===== src/include/irq_ctrl_defs.vh =====
`ifndef IRQ_CTRL_DEFS_VH
`define IRQ_CTRL_DEFS_VH
// ----------------------------------------------------------------
// register byte addresses
// ----------------------------------------------------------------
`define IRQ_ENABLE_ADDR 8'hA8
`define IRQ_ENABLE2_ADDR 8'hA9
`define IRQ_PRIORITY_ADDR 8'hB8
`define IRQ_STATUS_ADDR 8'hC0
`define IRQ_EVT_STATUS_ADDR 8'hC4
`define IRQ_EVT_ENABLE_ADDR 8'hC8
`define IRQ_EVT_CLEAR_ADDR 8'hCC
`define IRQ_REG_RESET 8'h00
// ----------------------------------------------------------------
// enable bit positions
// ----------------------------------------------------------------
`define GLOBAL_EN_BIT 7
`define SUPPLY_EN_BIT 1
`define TWOWIRE_EN_BIT 0
// ----------------------------------------------------------------
// source index, polling order (0 first)
// ----------------------------------------------------------------
`define SRC_SUPPLY 0
`define SRC_EXT0 1
`define SRC_ADC 2
`define SRC_TIMER0 3
`define SRC_EXT1 4
`define SRC_TIMER1 5
`define SRC_TWOWIRE 6
`define SRC_UART 7
`define SRC_TIMER2 8
`define NUM_SRC 9
// ----------------------------------------------------------------
// vectors
// ----------------------------------------------------------------
`define VEC_EXT0 16'h0003
`define VEC_TIMER0 16'h000B
`define VEC_EXT1 16'h0013
`define VEC_TIMER1 16'h001B
`define VEC_UART 16'h0023
`define VEC_TIMER2 16'h002B
`define VEC_ADC 16'h0033
`define VEC_TWOWIRE 16'h003B
`define VEC_SUPPLY 16'h0043
// ----------------------------------------------------------------
// event status bits
// ----------------------------------------------------------------
`define EVT_ACCEPT 0
`define EVT_PREEMPT 1
`define EVT_RETURN 2
`define EVT_WIDTH 3
`endif


===== src/irq_arbiter.v =====
`include "irq_ctrl_defs.vh"
module irq_arbiter (
  input wire [8:0] req_i,
  output reg found_o,
  output reg [3:0] index_o
);
  integer k;
  // fixed polling: lowest index wins
  always @* begin
    found_o = 1'b0;
    index_o = 4'h0;
    for (k = `NUM_SRC - 1; k >= 0; k = k - 1) begin
      if (req_i[k]) begin
        found_o = 1'b1;
        index_o = k[3:0];
      end
    end
  end
endmodule


===== src/two_level_interrupt_controller.v =====
// Design decision made here: the Wishbone interface to the registers.
`include "irq_ctrl_defs.vh"
module two_level_interrupt_controller (
  input wire clk_i,
  input wire rst_i,
  input wire cyc_i,
  input wire stb_i,
  input wire we_i,
  input wire [7:0] adr_i,
  input wire [3:0] sel_i,
  input wire [31:0] dat_i,
  output reg [31:0] dat_o,
  output reg ack_o,
  output wire irq_o,
  input wire supply_monitor_irq_i,
  input wire ext0_irq_flag_i,
  input wire adc_done_flag_i,
  input wire timer0_overflow_flag_i,
  input wire ext1_irq_flag_i,
  input wire timer1_overflow_flag_i,
  input wire twowire_irq_flag_i,
  input wire spi_irq_flag_i,
  input wire uart_rx_done_flag_i,
  input wire uart_tx_done_flag_i,
  input wire timer2_overflow_flag_i,
  input wire timer2_external_flag_i,
  input wire core_ready_i,
  input wire reti_i,
  output wire core_irq_o,
  output reg [15:0] vector_o,
  output reg push_pc_o,
  output reg [3:0] source_o
);
  // ----------------------------------------------------------------
  // state
  // ----------------------------------------------------------------
  localparam IDLE = 1'b0;
  localparam TAKE = 1'b1;
  reg [7:0] interrupt_enable;
  reg [1:0] secondary_interrupt_enable;
  reg [7:0] interrupt_priority;
  reg [`EVT_WIDTH-1:0] evt_status;
  reg [`EVT_WIDTH-1:0] evt_enable;
  reg high_in_service;
  reg low_in_service;
  reg state;
  reg req_pending;
  wire [8:0] raw;
  wire [8:0] src_en;
  wire [8:0] src_hi;
  wire [8:0] active;
  wire [8:0] hi_req;
  wire [8:0] lo_req;
  wire hi_found;
  wire lo_found;
  wire [3:0] hi_idx;
  wire [3:0] lo_idx;
  wire hi_ok;
  wire lo_ok;
  wire bus_req;
  wire wr;
  wire take;
  wire [3:0] win_idx;
  wire win_hi;
  // ----------------------------------------------------------------
  // functions
  // ----------------------------------------------------------------
  function [15:0] vec_of;
    input [3:0] idx;
    begin
      case (idx)
        4'h0: vec_of = `VEC_SUPPLY;
        4'h1: vec_of = `VEC_EXT0;
        4'h2: vec_of = `VEC_ADC;
        4'h3: vec_of = `VEC_TIMER0;
        4'h4: vec_of = `VEC_EXT1;
        4'h5: vec_of = `VEC_TIMER1;
        4'h6: vec_of = `VEC_TWOWIRE;
        4'h7: vec_of = `VEC_UART;
        default: vec_of = `VEC_TIMER2;
      endcase
    end
  endfunction
  function hit;
    input [7:0] a;
    input [7:0] b;
    begin
      hit = (a == b);
    end
  endfunction
  // ----------------------------------------------------------------
  // source mapping in polling order
  // ----------------------------------------------------------------
  assign raw = {timer2_overflow_flag_i | timer2_external_flag_i,
                uart_rx_done_flag_i | uart_tx_done_flag_i,
                twowire_irq_flag_i | spi_irq_flag_i,
                timer1_overflow_flag_i, ext1_irq_flag_i, timer0_overflow_flag_i,
                adc_done_flag_i, ext0_irq_flag_i, supply_monitor_irq_i};
  assign src_en = {interrupt_enable[5], interrupt_enable[4],
                   secondary_interrupt_enable[`TWOWIRE_EN_BIT], interrupt_enable[3],
                   interrupt_enable[2], interrupt_enable[1], interrupt_enable[6],
                   interrupt_enable[0],
                   secondary_interrupt_enable[`SUPPLY_EN_BIT]};
  // supply monitor has no priority bit and stays low level
  assign src_hi = {interrupt_priority[5], interrupt_priority[4], interrupt_priority[7],
                   interrupt_priority[3], interrupt_priority[2], interrupt_priority[1],
                   interrupt_priority[6], interrupt_priority[0], 1'b0};
  assign active = raw & src_en & {9{interrupt_enable[`GLOBAL_EN_BIT]}};
  assign hi_req = active & src_hi;
  assign lo_req = active & ~src_hi;
  irq_arbiter u_hi (
    .req_i(hi_req),
    .found_o(hi_found),
    .index_o(hi_idx)
  );
  irq_arbiter u_lo (
    .req_i(lo_req),
    .found_o(lo_found),
    .index_o(lo_idx)
  );
  // ----------------------------------------------------------------
  // dispatch
  // ----------------------------------------------------------------
  assign hi_ok = hi_found & ~high_in_service;
  assign lo_ok = lo_found & ~high_in_service & ~low_in_service;
  assign win_hi = hi_ok;
  assign win_idx = hi_ok ? hi_idx : lo_idx;
  assign take = (state == IDLE) & (hi_ok | lo_ok) & core_ready_i;
  assign core_irq_o = req_pending;
  always @(posedge clk_i) begin
    if (rst_i) begin
      state <= IDLE;
      req_pending <= 1'b0;
      vector_o <= 16'h0000;
      push_pc_o <= 1'b0;
      source_o <= 4'h0;
      high_in_service <= 1'b0;
      low_in_service <= 1'b0;
    end else begin
      push_pc_o <= 1'b0;
      req_pending <= (hi_ok | lo_ok) & (state == IDLE);
      case (state)
        IDLE: begin
          if (take) begin
            vector_o <= vec_of(win_idx);
            source_o <= win_idx;
            push_pc_o <= 1'b1;
            state <= TAKE;
            if (win_hi)
              high_in_service <= 1'b1;
            else
              low_in_service <= 1'b1;
          end else if (reti_i) begin
            // return ends the innermost level in service
            if (high_in_service)
              high_in_service <= 1'b0;
            else
              low_in_service <= 1'b0;
          end
        end
        TAKE: begin
          state <= IDLE;
        end
        default: begin
          state <= IDLE;
        end
      endcase
    end
  end
  // ----------------------------------------------------------------
  // wishbone slave
  // ----------------------------------------------------------------
  assign bus_req = cyc_i & stb_i & ~ack_o;
  assign wr = bus_req & we_i & sel_i[0];
  always @(posedge clk_i) begin
    if (rst_i) begin
      ack_o <= 1'b0;
      dat_o <= 32'h00000000;
      interrupt_enable <= `IRQ_REG_RESET;
      secondary_interrupt_enable <= 2'b00;
      interrupt_priority <= `IRQ_REG_RESET;
      evt_enable <= {`EVT_WIDTH{1'b0}};
    end else begin
      ack_o <= bus_req;
      if (wr && hit(adr_i, `IRQ_ENABLE_ADDR))
        interrupt_enable <= dat_i[7:0];
      if (wr && hit(adr_i, `IRQ_ENABLE2_ADDR))
        secondary_interrupt_enable <= dat_i[1:0];
      if (wr && hit(adr_i, `IRQ_PRIORITY_ADDR))
        interrupt_priority <= dat_i[7:0];
      if (wr && hit(adr_i, `IRQ_EVT_ENABLE_ADDR))
        evt_enable <= dat_i[`EVT_WIDTH-1:0];
      if (bus_req && !we_i) begin
        case (adr_i)
          `IRQ_ENABLE_ADDR: dat_o <= {24'h000000, interrupt_enable};
          `IRQ_ENABLE2_ADDR: dat_o <= {30'h00000000, secondary_interrupt_enable};
          `IRQ_PRIORITY_ADDR: dat_o <= {24'h000000, interrupt_priority};
          `IRQ_STATUS_ADDR: dat_o <= {12'h000, source_o, 4'h0,
                                      high_in_service, low_in_service, 1'b0, active};
          `IRQ_EVT_STATUS_ADDR: dat_o <= {29'h00000000, evt_status};
          `IRQ_EVT_ENABLE_ADDR: dat_o <= {29'h00000000, evt_enable};
          default: dat_o <= 32'h00000000;
        endcase
      end
    end
  end
  // ----------------------------------------------------------------
  // event status, set wins over clear
  // ----------------------------------------------------------------
  wire [`EVT_WIDTH-1:0] evt_set;
  wire [`EVT_WIDTH-1:0] evt_clr;
  assign evt_set = {reti_i & (state == IDLE) & ~take & (high_in_service | low_in_service),
                    take & win_hi & low_in_service, take};
  assign evt_clr = (wr && hit(adr_i, `IRQ_EVT_CLEAR_ADDR)) ?
                   dat_i[`EVT_WIDTH-1:0] : {`EVT_WIDTH{1'b0}};
  always @(posedge clk_i) begin
    if (rst_i)
      evt_status <= {`EVT_WIDTH{1'b0}};
    else
      evt_status <= (evt_status & ~evt_clr) | evt_set;
  end
  assign irq_o = |(evt_status & evt_enable);
endmodule

===== config.mk =====
export PLATFORM = sky130hd
export DESIGN_NAME = two_level_interrupt_controller
export DESIGN_NICKNAME = d
export VERILOG_FILES = /design/src/irq_arbiter.v /design/src/two_level_interrupt_controller.v
export VERILOG_INCLUDE_DIRS = /design/src /design/src/include
export SDC_FILE = /design/constraint.sdc
export NUM_CORES = 1
export LEC_CHECK = 0
export ABC_AREA = 1
export BUFFER_PORTS_ARGS = -buffer_cell sky130_fd_sc_hd__buf_4
export CAP_MARGIN = 30
export CORE_UTILIZATION = 30
export CTS_CLUSTER_SIZE = 25
export DETAILED_ROUTE_END_ITERATION = 8
export GPL_TIMING_DRIVEN = 0
export SKIP_CTS_REPAIR_TIMING = 1
export SYNTH_ARGS = -nofsm -noshare
export SYNTH_HDL_FRONTEND = slang
export SYNTH_HIERARCHICAL = 1
export SYNTH_SLANG_ARGS = --single-unit

===== constraint.sdc =====
create_clock -name clk_i -period 2.8 [get_ports clk_i]
set_input_delay 0.28 -clock clk_i [delete_from_list [all_inputs] [get_ports clk_i]]
set_output_delay 0.28 -clock clk_i [all_outputs]
set_load 0.005 [all_outputs]

==> results by group, run 1 <==
Status
  – Status: finished clean

Global routing
  – Largest net degree at the start of global routing: 18
  – First-pass GRT wire length: 13600 um
  – Global Route Usage Sum: 0.158
  – Initial antenna violation count: 0
  – Number of global-route vias before repair: 2884
  – Total gr overflow: 0

Detailed routing
  – Per-cell routed wire length: 12.2 um
  – Drt total wl: 8300 um
  – DRC viols: 0
  – Via density: 4.39
  – Post-route ant nets: 0
  – DRT Pass-1 Iters: 4
  – First-iteration detailed-routing DRC count: 185
  – Via count: 2981

Critical path
  – Flop-to-flop setup slack: 0.24 ns
  – CP Capture Type: flip-flop
  – Crit-path max cell delay: 0.41 ns
  – Most used cell, CP: inv_1
  – Reg2reg start: interrupt_enable[7]$_SDFFE_PP0P_
  – WP buf/inv: 4
  – Crit path to: vector_o[3]$_SDFFE_PP0P_
  – RR Endpoint: vector_o[3]$_SDFFE_PP0P_
  – Reg2reg path depth: 15
  – Critical Path RT: 3.04 ns
  – Slowest cell on crit path: dfxtp_2
  – Worst Path Max Fanout: 7
  – Critical path class: flip-flop to flip-flop
  – Worst path cell trace: inv_1, nor3_2, inv_1, nor2_1, or2_4, nor3_4, nand4_1, nand2_4, inv_1, nand2_1, nand2_1, inv_1, ha_1, nand2_1, a31oi_1
  – Crit path DAT: 2.79 ns
  – WP depth: 15
  – Cell family with most CP delay: simple AND/OR/NAND/NOR gates
  – CP startpoint: interrupt_enable[7]$_SDFFE_PP0P_
  – CP Launch Type: flip-flop

Timing
  – Tcrit/Tclk final: 0.913
  – Tightest Pin Transition: 0.547 ns
  – Final Critical Period: 2.56 ns
  – Setup TNS: 0 ns
  – Fmax: 391 MHz
  – Fin. max-slew vios: 0
  – Final-report setup violation count: 0
  – Final hold violation count: 0
  – Final Skew: 0.0103 ns
  – RSZ-0062 raised after global routing: false
  – Slew Limit Headroom: 0.635

Clocking
  – Clk sinks: 53
  – CTS tree: built
  – Clock Path Buffers: 2
  – Worst-path clk slew: 0.11 ns
  – H-tree depth: 2
  – Worst-Skew Late Latency: 0.32 ns
  – Clock Root Buffer: clkbuf_8
  – Total CTS buffers: 5

Cells and area
  – # diodes: 0
  – Nets: 611
  – Core Util, Final: 0.403
  – Finished layout cell area: 3980 um^2
  – Area Overhead vs Synth: 28.6%
  – Layout Cells excl Fill: 679
  – Layout cells sized above 1: 0.273

Logic synthesis
  – Synth cell types: 39
  – Syn_area_per_cell: 6.93 um^2
  – Cells after Synth: 446
  – Post-synth EDFFs: 0
  – Ys flop type: dfxtp_1
  – Sequential area share after synthesis: 0.343
  – Yosys warns: 6
  – Post-Syn Area: 3090 um^2
  – Async set-reset flop share out of synthesis: 0
  – Synthesized flop and latch total: 53

Die
  – # rows: 36
  – Die ar.: 10700 um^2
  – Die Ht: 104 um
  – Initial Util: 0.314
  – Die Width: 104 um
  – I/O pin total: 119
  – Core box area: 9860 um^2

Placed design
  – Routability Congestion: 0.915
  – Dpl cell area: 3840 um^2
  – Inst Count DP: 671
  – HPWL after DPL: 6730 um
  – I/O Buffers: 64

Run
  – # Max-Cap Violations: 0

Power
  – Leakage Power: 1.81 nW
  – PwrDens: 385 nW/um^2
  – VDD IR-drop max: 0.000186 V

Min path
  – Hold Crit Class: primary input to flip-flop
==> Yosys cell counts (all sizes together), types with 2 or more instances <==
cell / instances / area (um^2)
inv: 67 / 254
nand4: 2 / 12.5
a22oi: 2 / 15.0
buf: 31 / 231
ha: 3 / 37.5
a21oi: 38 / 194
clkbuf: 4 / 15.0
o22ai: 2 / 12.5
nor2: 64 / 325
nand3: 25 / 155
nor3: 8 / 62.6
dfxtp: 53 / 1060
nand2: 91 / 382
or2: 2 / 17.5
o21ai: 41 / 216
a21boi: 2 / 15.0
nand3b: 3 / 22.5
nor3b: 2 / 25.0
==> per-stage QoR <==
stage / hold slack [ns] / setup WS (ns) / total power, mW
finish: 0.142 / 0.243 / 1.53
global route: 0.136 / 0.0201 / 1.59
CTS: 0.143 / 0.0461 / 1.54
detailed placement: 0.459 / 0.0945 / 1.00
global placement: 0.459 / 0.194 / 1.00
floorplan: 0.352 / 0.679 / 0.910
==> worst min path at each step <==
stage / start / endpoint / slack, ns / cells after the start
2_1_floorplan: rst_i / push_pc_o$_SDFF_PP0_ / 0.35 / 1
3_5_place_dp: dat_o[7]$_SDFFE_PP0P_ / dat_o[7]$_SDFFE_PP0P_ / 0.46 / 2
6_report: rst_i / push_pc_o$_SDFF_PP0_ / 0.14 / 2
5_1_grt: rst_i / push_pc_o$_SDFF_PP0_ / 0.14 / 2
4_1_cts: rst_i / push_pc_o$_SDFF_PP0_ / 0.14 / 2
3_3_place_gp: dat_o[4]$_SDFFE_PP0P_ / dat_o[4]$_SDFFE_PP0P_ / 0.46 / 2
==> where the power goes <==
group	internal, mW	total, mW	switching, mW
clock network	0.268	0.543	0.275
logic	0.0999	0.206	0.106
registers	0.770	0.780	0.0102
total	1.14	1.53	0.391
==> registers in the layout, indices dropped and copies added, names as in the netlist <==
signal                      cells
ack_o                           1
core_irq_o                      1
dat_o                          15
evt_enable                      3
evt_status                      3
high_in_service                 1
interrupt_enable                8
interrupt_priority              8
low_in_service                  1
push_pc_o                       1
secondary_interrupt_enable      2
source_o                        4
vector_o                        5
==> area by class of cell <==
type | instances | area, um^2
Fill cell | 1052 | 5890
Multi-Input combinational cell | 318 | 1650
Sequential cell | 53 | 1060
Timing Repair Buffer | 64 | 480
Inverter | 68 | 259
Buffer | 35 | 246
Tap cell | 133 | 166
Clock buffer | 5 | 68.8
Clock inverter | 3 | 46.3
==> kinds of logic after synthesis <==
group | share of synthesized area
AOI/OAI and AO/OA | 0.156
other | 0.00121
buffers and inverters | 0.163
and+or+nand+nor | 0.324
adders and majority gates | 0.0121
DFF | 0.343
==> cell usage in the layout, fill, tap and decap left out, drive strengths merged <==
master    instances
a22oi             2
a21boi            2
clkinv            2
dfxtp            53
o21ai            41
nor3b             2
inv              67
nor2             64
clkbuf            9
buf              95
o221ai            1
a31oi             1
o22ai             2
a21oi            38
ha                3
nand3            25
clkinvlp          1
conb             29
nand2            91
nor3              8
nand3b            3
o21bai            1
bufinv            1
nand4             2
or2               2
o21a              1
==> per-layer routing <==
| layer | routed length (um) | up-vias | global-route usage |
|---|---|---|---|
| li1 | - | 1558 | - |
| met1 | 3990 | 1318 | 0.211 |
| met2 | 3700 | 97 | 0.259 |
| met3 | 500 | 8 | 0.0277 |
| met4 | 110 | 0 | 0.0507 |
| met5 | 0 | - | 0 |
No activity file was read; power rests on OpenSTA's default activity.
==> run 2, diff against run 1 <==
--- a/config.mk
+++ b/config.mk
@@ -13,6 +13,7 @@
 export CTS_CLUSTER_SIZE = 25
 export DETAILED_ROUTE_END_ITERATION = 8
 export GPL_TIMING_DRIVEN = 0
+export SETUP_SLACK_MARGIN = 0.3
 export SKIP_CTS_REPAIR_TIMING = 1
 export SYNTH_ARGS = -nofsm -noshare
 export SYNTH_HDL_FRONTEND = slang
==> run 2 against run 1 <==
  * Final area increased by 3.5%
  * Global-route usage unchanged
  * Register-to-register slack improved by 0.12 ns
  * Combinational power increased by 5%
  * Via count up 1.7%
  * Critical path type unchanged
  * Largest power group unchanged
==> results by group, run 2 (same netlist as run 1, synthesis figures left out) <==
Die
  – I/O pin total: 119
  – Die Ht: 104 um
  – Core box area: 9860 um^2
  – Die Width: 104 um
  – Die ar.: 10700 um^2
  – Initial Util: 0.314
  – # rows: 36

Clocking
  – CTS tree: built
  – Total CTS buffers: 5
  – Clock Path Buffers: 2
  – H-tree depth: 2
  – Clk sinks: 53
  – Worst-path clk slew: 0.11 ns
  – Clock Root Buffer: clkbuf_8
  – Worst-Skew Late Latency: 0.31 ns

Global routing
  – Global Route Usage Sum: 0.158
  – Number of global-route vias before repair: 2884
  – Total gr overflow: 0
  – Initial antenna violation count: 0
  – First-pass GRT wire length: 13600 um
  – Largest net degree at the start of global routing: 18

Cells and area
  – Multi-input logic area: 1710 um^2
  – FF+latch area: 1060 um^2
  – Biggest register: dat_o
  – Largest regs: dat_o x15, interrupt_enable x8, interrupt_priority x8
  – Number of flip-flops in the largest register: 15
  – Area Overhead vs Synth: 33.0%
  – Finished layout cell area: 4110 um^2
  – Commonest non-fill, non-tap cell in the layout: buf_4
  – # diodes: 0
  – Layout cells sized above 1: 0.308
  – Commonest cells after routing, fill and taps aside: buf_4, nand2_1, inv_1, dfxtp_1, nor2_1
  – # fillers: 1030
  – Nets: 620

Timing
  – Final-report setup violation count: 0
  – Fin. max-slew vios: 0
  – Final Critical Period: 2.44 ns
  – Setup TNS: 0 ns
  – Final Skew: 0.00994 ns
  – Final hold violation count: 0
  – Tightest Pin Transition: 0.545 ns
  – RSZ-0062 raised after global routing: true
  – Fmax: 410 MHz
  – Slew Limit Headroom: 0.637
  – Tcrit/Tclk final: 0.872

Run
  – # Max-Cap Violations: 0

Detailed routing
  – Per-cell routed wire length: 12.3 um
  – Post-route ant nets: 0
  – First-iteration detailed-routing DRC count: 158
  – Via count: 3033
  – Drt total wl: 8450 um
  – DRC viols: 0
  – DRT Pass-1 Iters: 4
  – Via density: 4.41

Critical path
  – WP buf/inv: 4
  – Worst path cell trace: clkinvlp_4, nor3_4, inv_2, nor2_4, or2_4, nor3_4, nand4_1, nand2_4, inv_2, nand2_1, nand2_2, inv_2, ha_4, nand2_1, a31oi_1
  – CP Launch Type: flip-flop
  – Cell family with most CP delay: simple AND/OR/NAND/NOR gates
  – Crit-path max cell delay: 0.39 ns
  – RR Endpoint: vector_o[3]$_SDFFE_PP0P_
  – Critical path class: flip-flop to flip-flop
  – Worst Path Max Fanout: 7
  – Most used cell, CP: inv_2
  – CP Capture Type: flip-flop
  – Crit path DAT: 2.67 ns
  – Reg2reg start: interrupt_enable[7]$_SDFFE_PP0P_
  – Critical Path RT: 3.03 ns
  – Slowest cell on crit path: dfxtp_4
  – Flop-to-flop setup slack: 0.36 ns
  – Reg2reg path depth: 15

Min path
  – Hold Startpoint: rst_i
  – Worst Hold Path EP: push_pc_o$_SDFF_PP0_
  – Hold Crit Depth: 2
  – Hold Crit Class: primary input to flip-flop

Placed design
  – HPWL after DPL: 6730 um
  – I/O Buffers: 64
  – Routability Congestion: 0.915
  – Dpl cell area: 3840 um^2

Status
  – Status: finished clean

Power
  – Leakage Power: 1.86 nW
  – PwrDens: 374 nW/um^2
  – VDD IR-drop max: 0.000186 V
==> run 2: cell types whose count changed in the layout (fill, tap and decap cells not counted), moves of 2 or more <==
cell     previous run  this run
nor2_1             53        50
inv_2               8        13
buf_4              92       101
o21ai_1             5         7
o21ai_0            33        31
nor2_4              6         8
nand2_2             4         7
inv_1              58        52
nor3_2              3         0
nor3_4              2         5
nand2_1            83        80
==> run 2: how the worst max path moves through the flow <==
stage / from / endpoint / slack [ns] / depth (start not counted)
floorplan: interrupt_enable[7]$_SDFFE_PP0P_ / vector_o[3]$_SDFFE_PP0P_ / 0.68 / 15
global placement: interrupt_enable[7]$_SDFFE_PP0P_ / vector_o[3]$_SDFFE_PP0P_ / 0.19 / 14
detailed placement: interrupt_enable[7]$_SDFFE_PP0P_ / vector_o[3]$_SDFFE_PP0P_ / 0.09 / 15
CTS: interrupt_enable[7]$_SDFFE_PP0P_ / vector_o[3]$_SDFFE_PP0P_ / 0.05 / 15
global route: interrupt_enable[7]$_SDFFE_PP0P_ / vector_o[3]$_SDFFE_PP0P_ / 0.24 / 15
finish: interrupt_enable[7]$_SDFFE_PP0P_ / vector_o[3]$_SDFFE_PP0P_ / 0.36 / 15
==> run 2: report_power, final <==
group	internal [mW]	switching [mW]	leakage, nW	total [mW]
sequential	0.769	0.0103	0.430	0.779
combinational	0.105	0.110	1.38	0.216
clock	0.268	0.275	0.0543	0.543
total	1.14	0.396	1.86	1.54
==> run 2: per-stage QoR <==
| stage | power (mW) | cells | hold slack, ns | util | setup WS (ns) |
|---|---|---|---|---|---|
| 2_1_floorplan | 0.910 | 474 | 0.352 | - | 0.679 |
| 4_1_cts | 1.54 | 679 | 0.143 | 0.401 | 0.0461 |
| 5_1_grt | 1.60 | 688 | 0.145 | 0.417 | 0.239 |
| 6_report | 1.54 | 688 | 0.149 | 0.417 | 0.359 |
| 3_5_place_dp | 1.00 | 671 | 0.459 | 0.390 | 0.0945 |
| 3_3_place_gp | 1.00 | 671 | 0.459 | 0.390 | 0.194 |
==> run 2: layout make-up <==
class | instances | area share
multi-input combinational | 318 | 0.416
inverter | 68 | 0.0639
buffer | 35 | 0.0599
clock buffer | 5 | 0.0167
timing repair buffer | 73 | 0.133
clock inverter | 3 | 0.0113
sequential | 53 | 0.259
tap | 133 | 0.0405
==> run 2: routing by layer <==
metal | GRT usage | vias to the layer above | part of all wire | routed length (um)
li1 | - | 1577 | - | -
met1 | 0.211 | 1343 | 0.48 | 4010
met2 | 0.259 | 105 | 0.45 | 3810
met3 | 0.0277 | 8 | 0.064 | 544
met4 | 0.0507 | 0 | 0.0091 | 77
met5 | 0 | - | 0 | 0
==> run 3, diff against run 2 <==
--- a/config.mk
+++ b/config.mk
@@ -9,10 +9,12 @@
 export ABC_AREA = 1
 export BUFFER_PORTS_ARGS = -buffer_cell sky130_fd_sc_hd__buf_4
 export CAP_MARGIN = 30
-export CORE_UTILIZATION = 30
+export CELL_PAD_IN_SITES_DETAIL_PLACEMENT = 1
+export CELL_PAD_IN_SITES_GLOBAL_PLACEMENT = 2
+export CORE_UTILIZATION = 26
 export CTS_CLUSTER_SIZE = 25
 export DETAILED_ROUTE_END_ITERATION = 8
-export GPL_TIMING_DRIVEN = 0
+export PLACE_DENSITY_LB_ADDON = 0.1
 export SETUP_SLACK_MARGIN = 0.3
 export SKIP_CTS_REPAIR_TIMING = 1
 export SYNTH_ARGS = -nofsm -noshare
==> run 3 against run 2 <==
  * The run now ends with DRC left
  * Flip-flop and latch count did not move
  * Register-to-register slack improved by 0.14 ns
  * Clock-buffer cell count is the same
  * Via count shrank 3.4%
  * Sequential share of layout area is 1.3 points higher
  * Core utilization is 7.8 points lower
  * Final cell count shrank 3.5%
  * Largest power group unchanged
==> results by group, run 3 (same netlist as run 1, synthesis figures left out) <==
Status
  – Status: complete, but fails checks
  – Failing checks: DRC

Die
  – # rows: 39
  – I/O pin total: 119
  – Die Ht: 111 um
  – Core box area: 11500 um^2
  – Initial Util: 0.269
  – Die Width: 111 um
  – Die ar.: 12300 um^2

Timing
  – Fin. max-slew vios: 0
  – Tcrit/Tclk final: 0.823
  – Final-report setup violation count: 0
  – Final Critical Period: 2.30 ns
  – Slew Limit Headroom: 0.372
  – Setup TNS: 0 ns
  – Final Skew: 0.00818 ns
  – RSZ-0062 raised after global routing: true
  – Tightest Pin Transition: 0.941 ns
  – Fmax: 434 MHz
  – Final hold violation count: 0

Detailed routing
  – Per-cell routed wire length: 13.9 um
  – Post-route ant nets: 0
  – Via count: 2929
  – Via density: 4.41
  – First-iteration detailed-routing DRC count: 128
  – DRC viols: 20
  – Drt total wl: 9220 um
  – DRT Pass-1 Iters: 6

Global routing
  – First-pass GRT wire length: 15100 um
  – Total gr overflow: 0
  – Global Route Usage Sum: 0.156
  – Initial antenna violation count: 0
  – Largest net degree at the start of global routing: 31
  – Number of global-route vias before repair: 2847

Cells and area
  – Biggest register: dat_o
  – # diodes: 0
  – Layout Cells excl Fill: 664
  – Finished layout cell area: 3900 um^2
  – Commonest cells after routing, fill and taps aside: nand2_1, buf_4, inv_1
  – Commonest non-fill, non-tap cell in the layout: nand2_1
  – Largest regs: dat_o x15, interrupt_enable x8, interrupt_priority x8
  – Core Util, Final: 0.339
  – Nets: 586
  – Number of flip-flops in the largest register: 15
  – Layout cells sized above 1: 0.265
  – Area Overhead vs Synth: 26.1%

Critical path
  – Crit-path max cell delay: 0.34 ns
  – Worst Path Max Fanout: 7
  – Cell family with most CP delay: simple AND/OR/NAND/NOR gates
  – CP Launch Type: flip-flop
  – Worst path cell trace: clkinv_4, nor3_4, inv_1, nor2_1, or2_4, nor3_4, nand4_1, nand2_4, inv_1, nand2_1, nand2_2, buf_4, ha_1, nand2_1, a31oi_1
  – Slowest cell on crit path: dfxtp_2
  – Critical path class: flip-flop to flip-flop
  – CP Capture Type: flip-flop
  – WP buf/inv: 4
  – Critical Path RT: 2.97 ns
  – Crit path DAT: 2.47 ns

Clocking
  – Worst-Skew Late Latency: 0.29 ns
  – Worst-path clk slew: 0.07 ns
  – H-tree depth: 2
  – CTS tree: built
  – Clock Path Buffers: 2
  – Clk sinks: 53
  – Clock Root Buffer: clkbuf_16
  – Total CTS buffers: 5

Placed design
  – Dpl cell area: 3660 um^2
  – HPWL after DPL: 7450 um
  – Inst Count DP: 653
  – Routability Congestion: 0.770
  – I/O Buffers: 64

Power
  – Overall power: 1.68 mW
  – PwrDens: 430 nW/um^2
  – Leakage Power: 1.73 nW
  – VDD IR-drop max: 0.000213 V

Run
  – # Max-Cap Violations: 0

Min path
  – Hold Crit Class: primary input to flip-flop
==> run 3: cell type report <==
type | instances | area [um^2]
clock inverters | 3 | 43.8
clock buffers | 5 | 125
inverters | 68 | 264
multi-input cells | 318 | 1670
well taps | 143 | 179
fillers | 1459 | 7610
repair buffers | 74 | 556
flip-flops and latches | 53 | 1060
==> run 3: report_power, final <==
group	switching [mW]	internal [mW]
clock	0.294	0.424
combinational	0.102	0.0776
sequential	0.00990	0.769
==> run 3: worst register-to-register path: stages (launching register included) <==
cell and delay, ns:
dfxtp_2 0.34, clkinv_4 0.09, nor3_4 0.05, inv_1 0.09, nor2_1 0.06, or2_4 0.24
nor3_4 0.21, nand4_1 0.26, nand2_4 0.18, inv_1 0.06, nand2_1 0.07, nand2_2 0.07
buf_4 0.13, ha_1 0.19, nand2_1 0.06, a31oi_1 0.08
==> run 3: per-stage QoR <==
step	setup slack [ns]	hold WS [ns]
2_1_floorplan	0.679	0.352
3_3_place_gp	0.272	0.457
3_5_place_dp	0.236	0.458
4_1_cts	0.208	0.217
5_1_grt	0.277	0.247
6_report	0.496	0.229
==> run 3: path summary, 6_finish.rpt <==
path / from / endpoint / slack [ns] / depth (start not counted)
worst max-delay path: interrupt_enable[7]$_SDFFE_PP0P_ / vector_o[3]$_SDFFE_PP0P_ / 0.50 / 15
worst max register to register: interrupt_enable[7]$_SDFFE_PP0P_ / vector_o[3]$_SDFFE_PP0P_ / 0.50 / 15
worst min-delay path: dat_i[3] / interrupt_enable[3]$_SDFFE_PP0P_ / 0.23 / 3
worst min register to register: vector_o[6]$_SDFFE_PP0P_ / vector_o[6]$_SDFFE_PP0P_ / 0.47 / 2
==> run 3: metal layers <==
metal	vias to the layer above	share of wire	GRT usage	wire length, um
met5	-	0	0	0
met4	0	0.0038	0.0324	35
met3	2	0.037	0.0290	344
met2	65	0.45	0.245	4180
met1	1351	0.50	0.223	4650
li1	1511	-	-	-
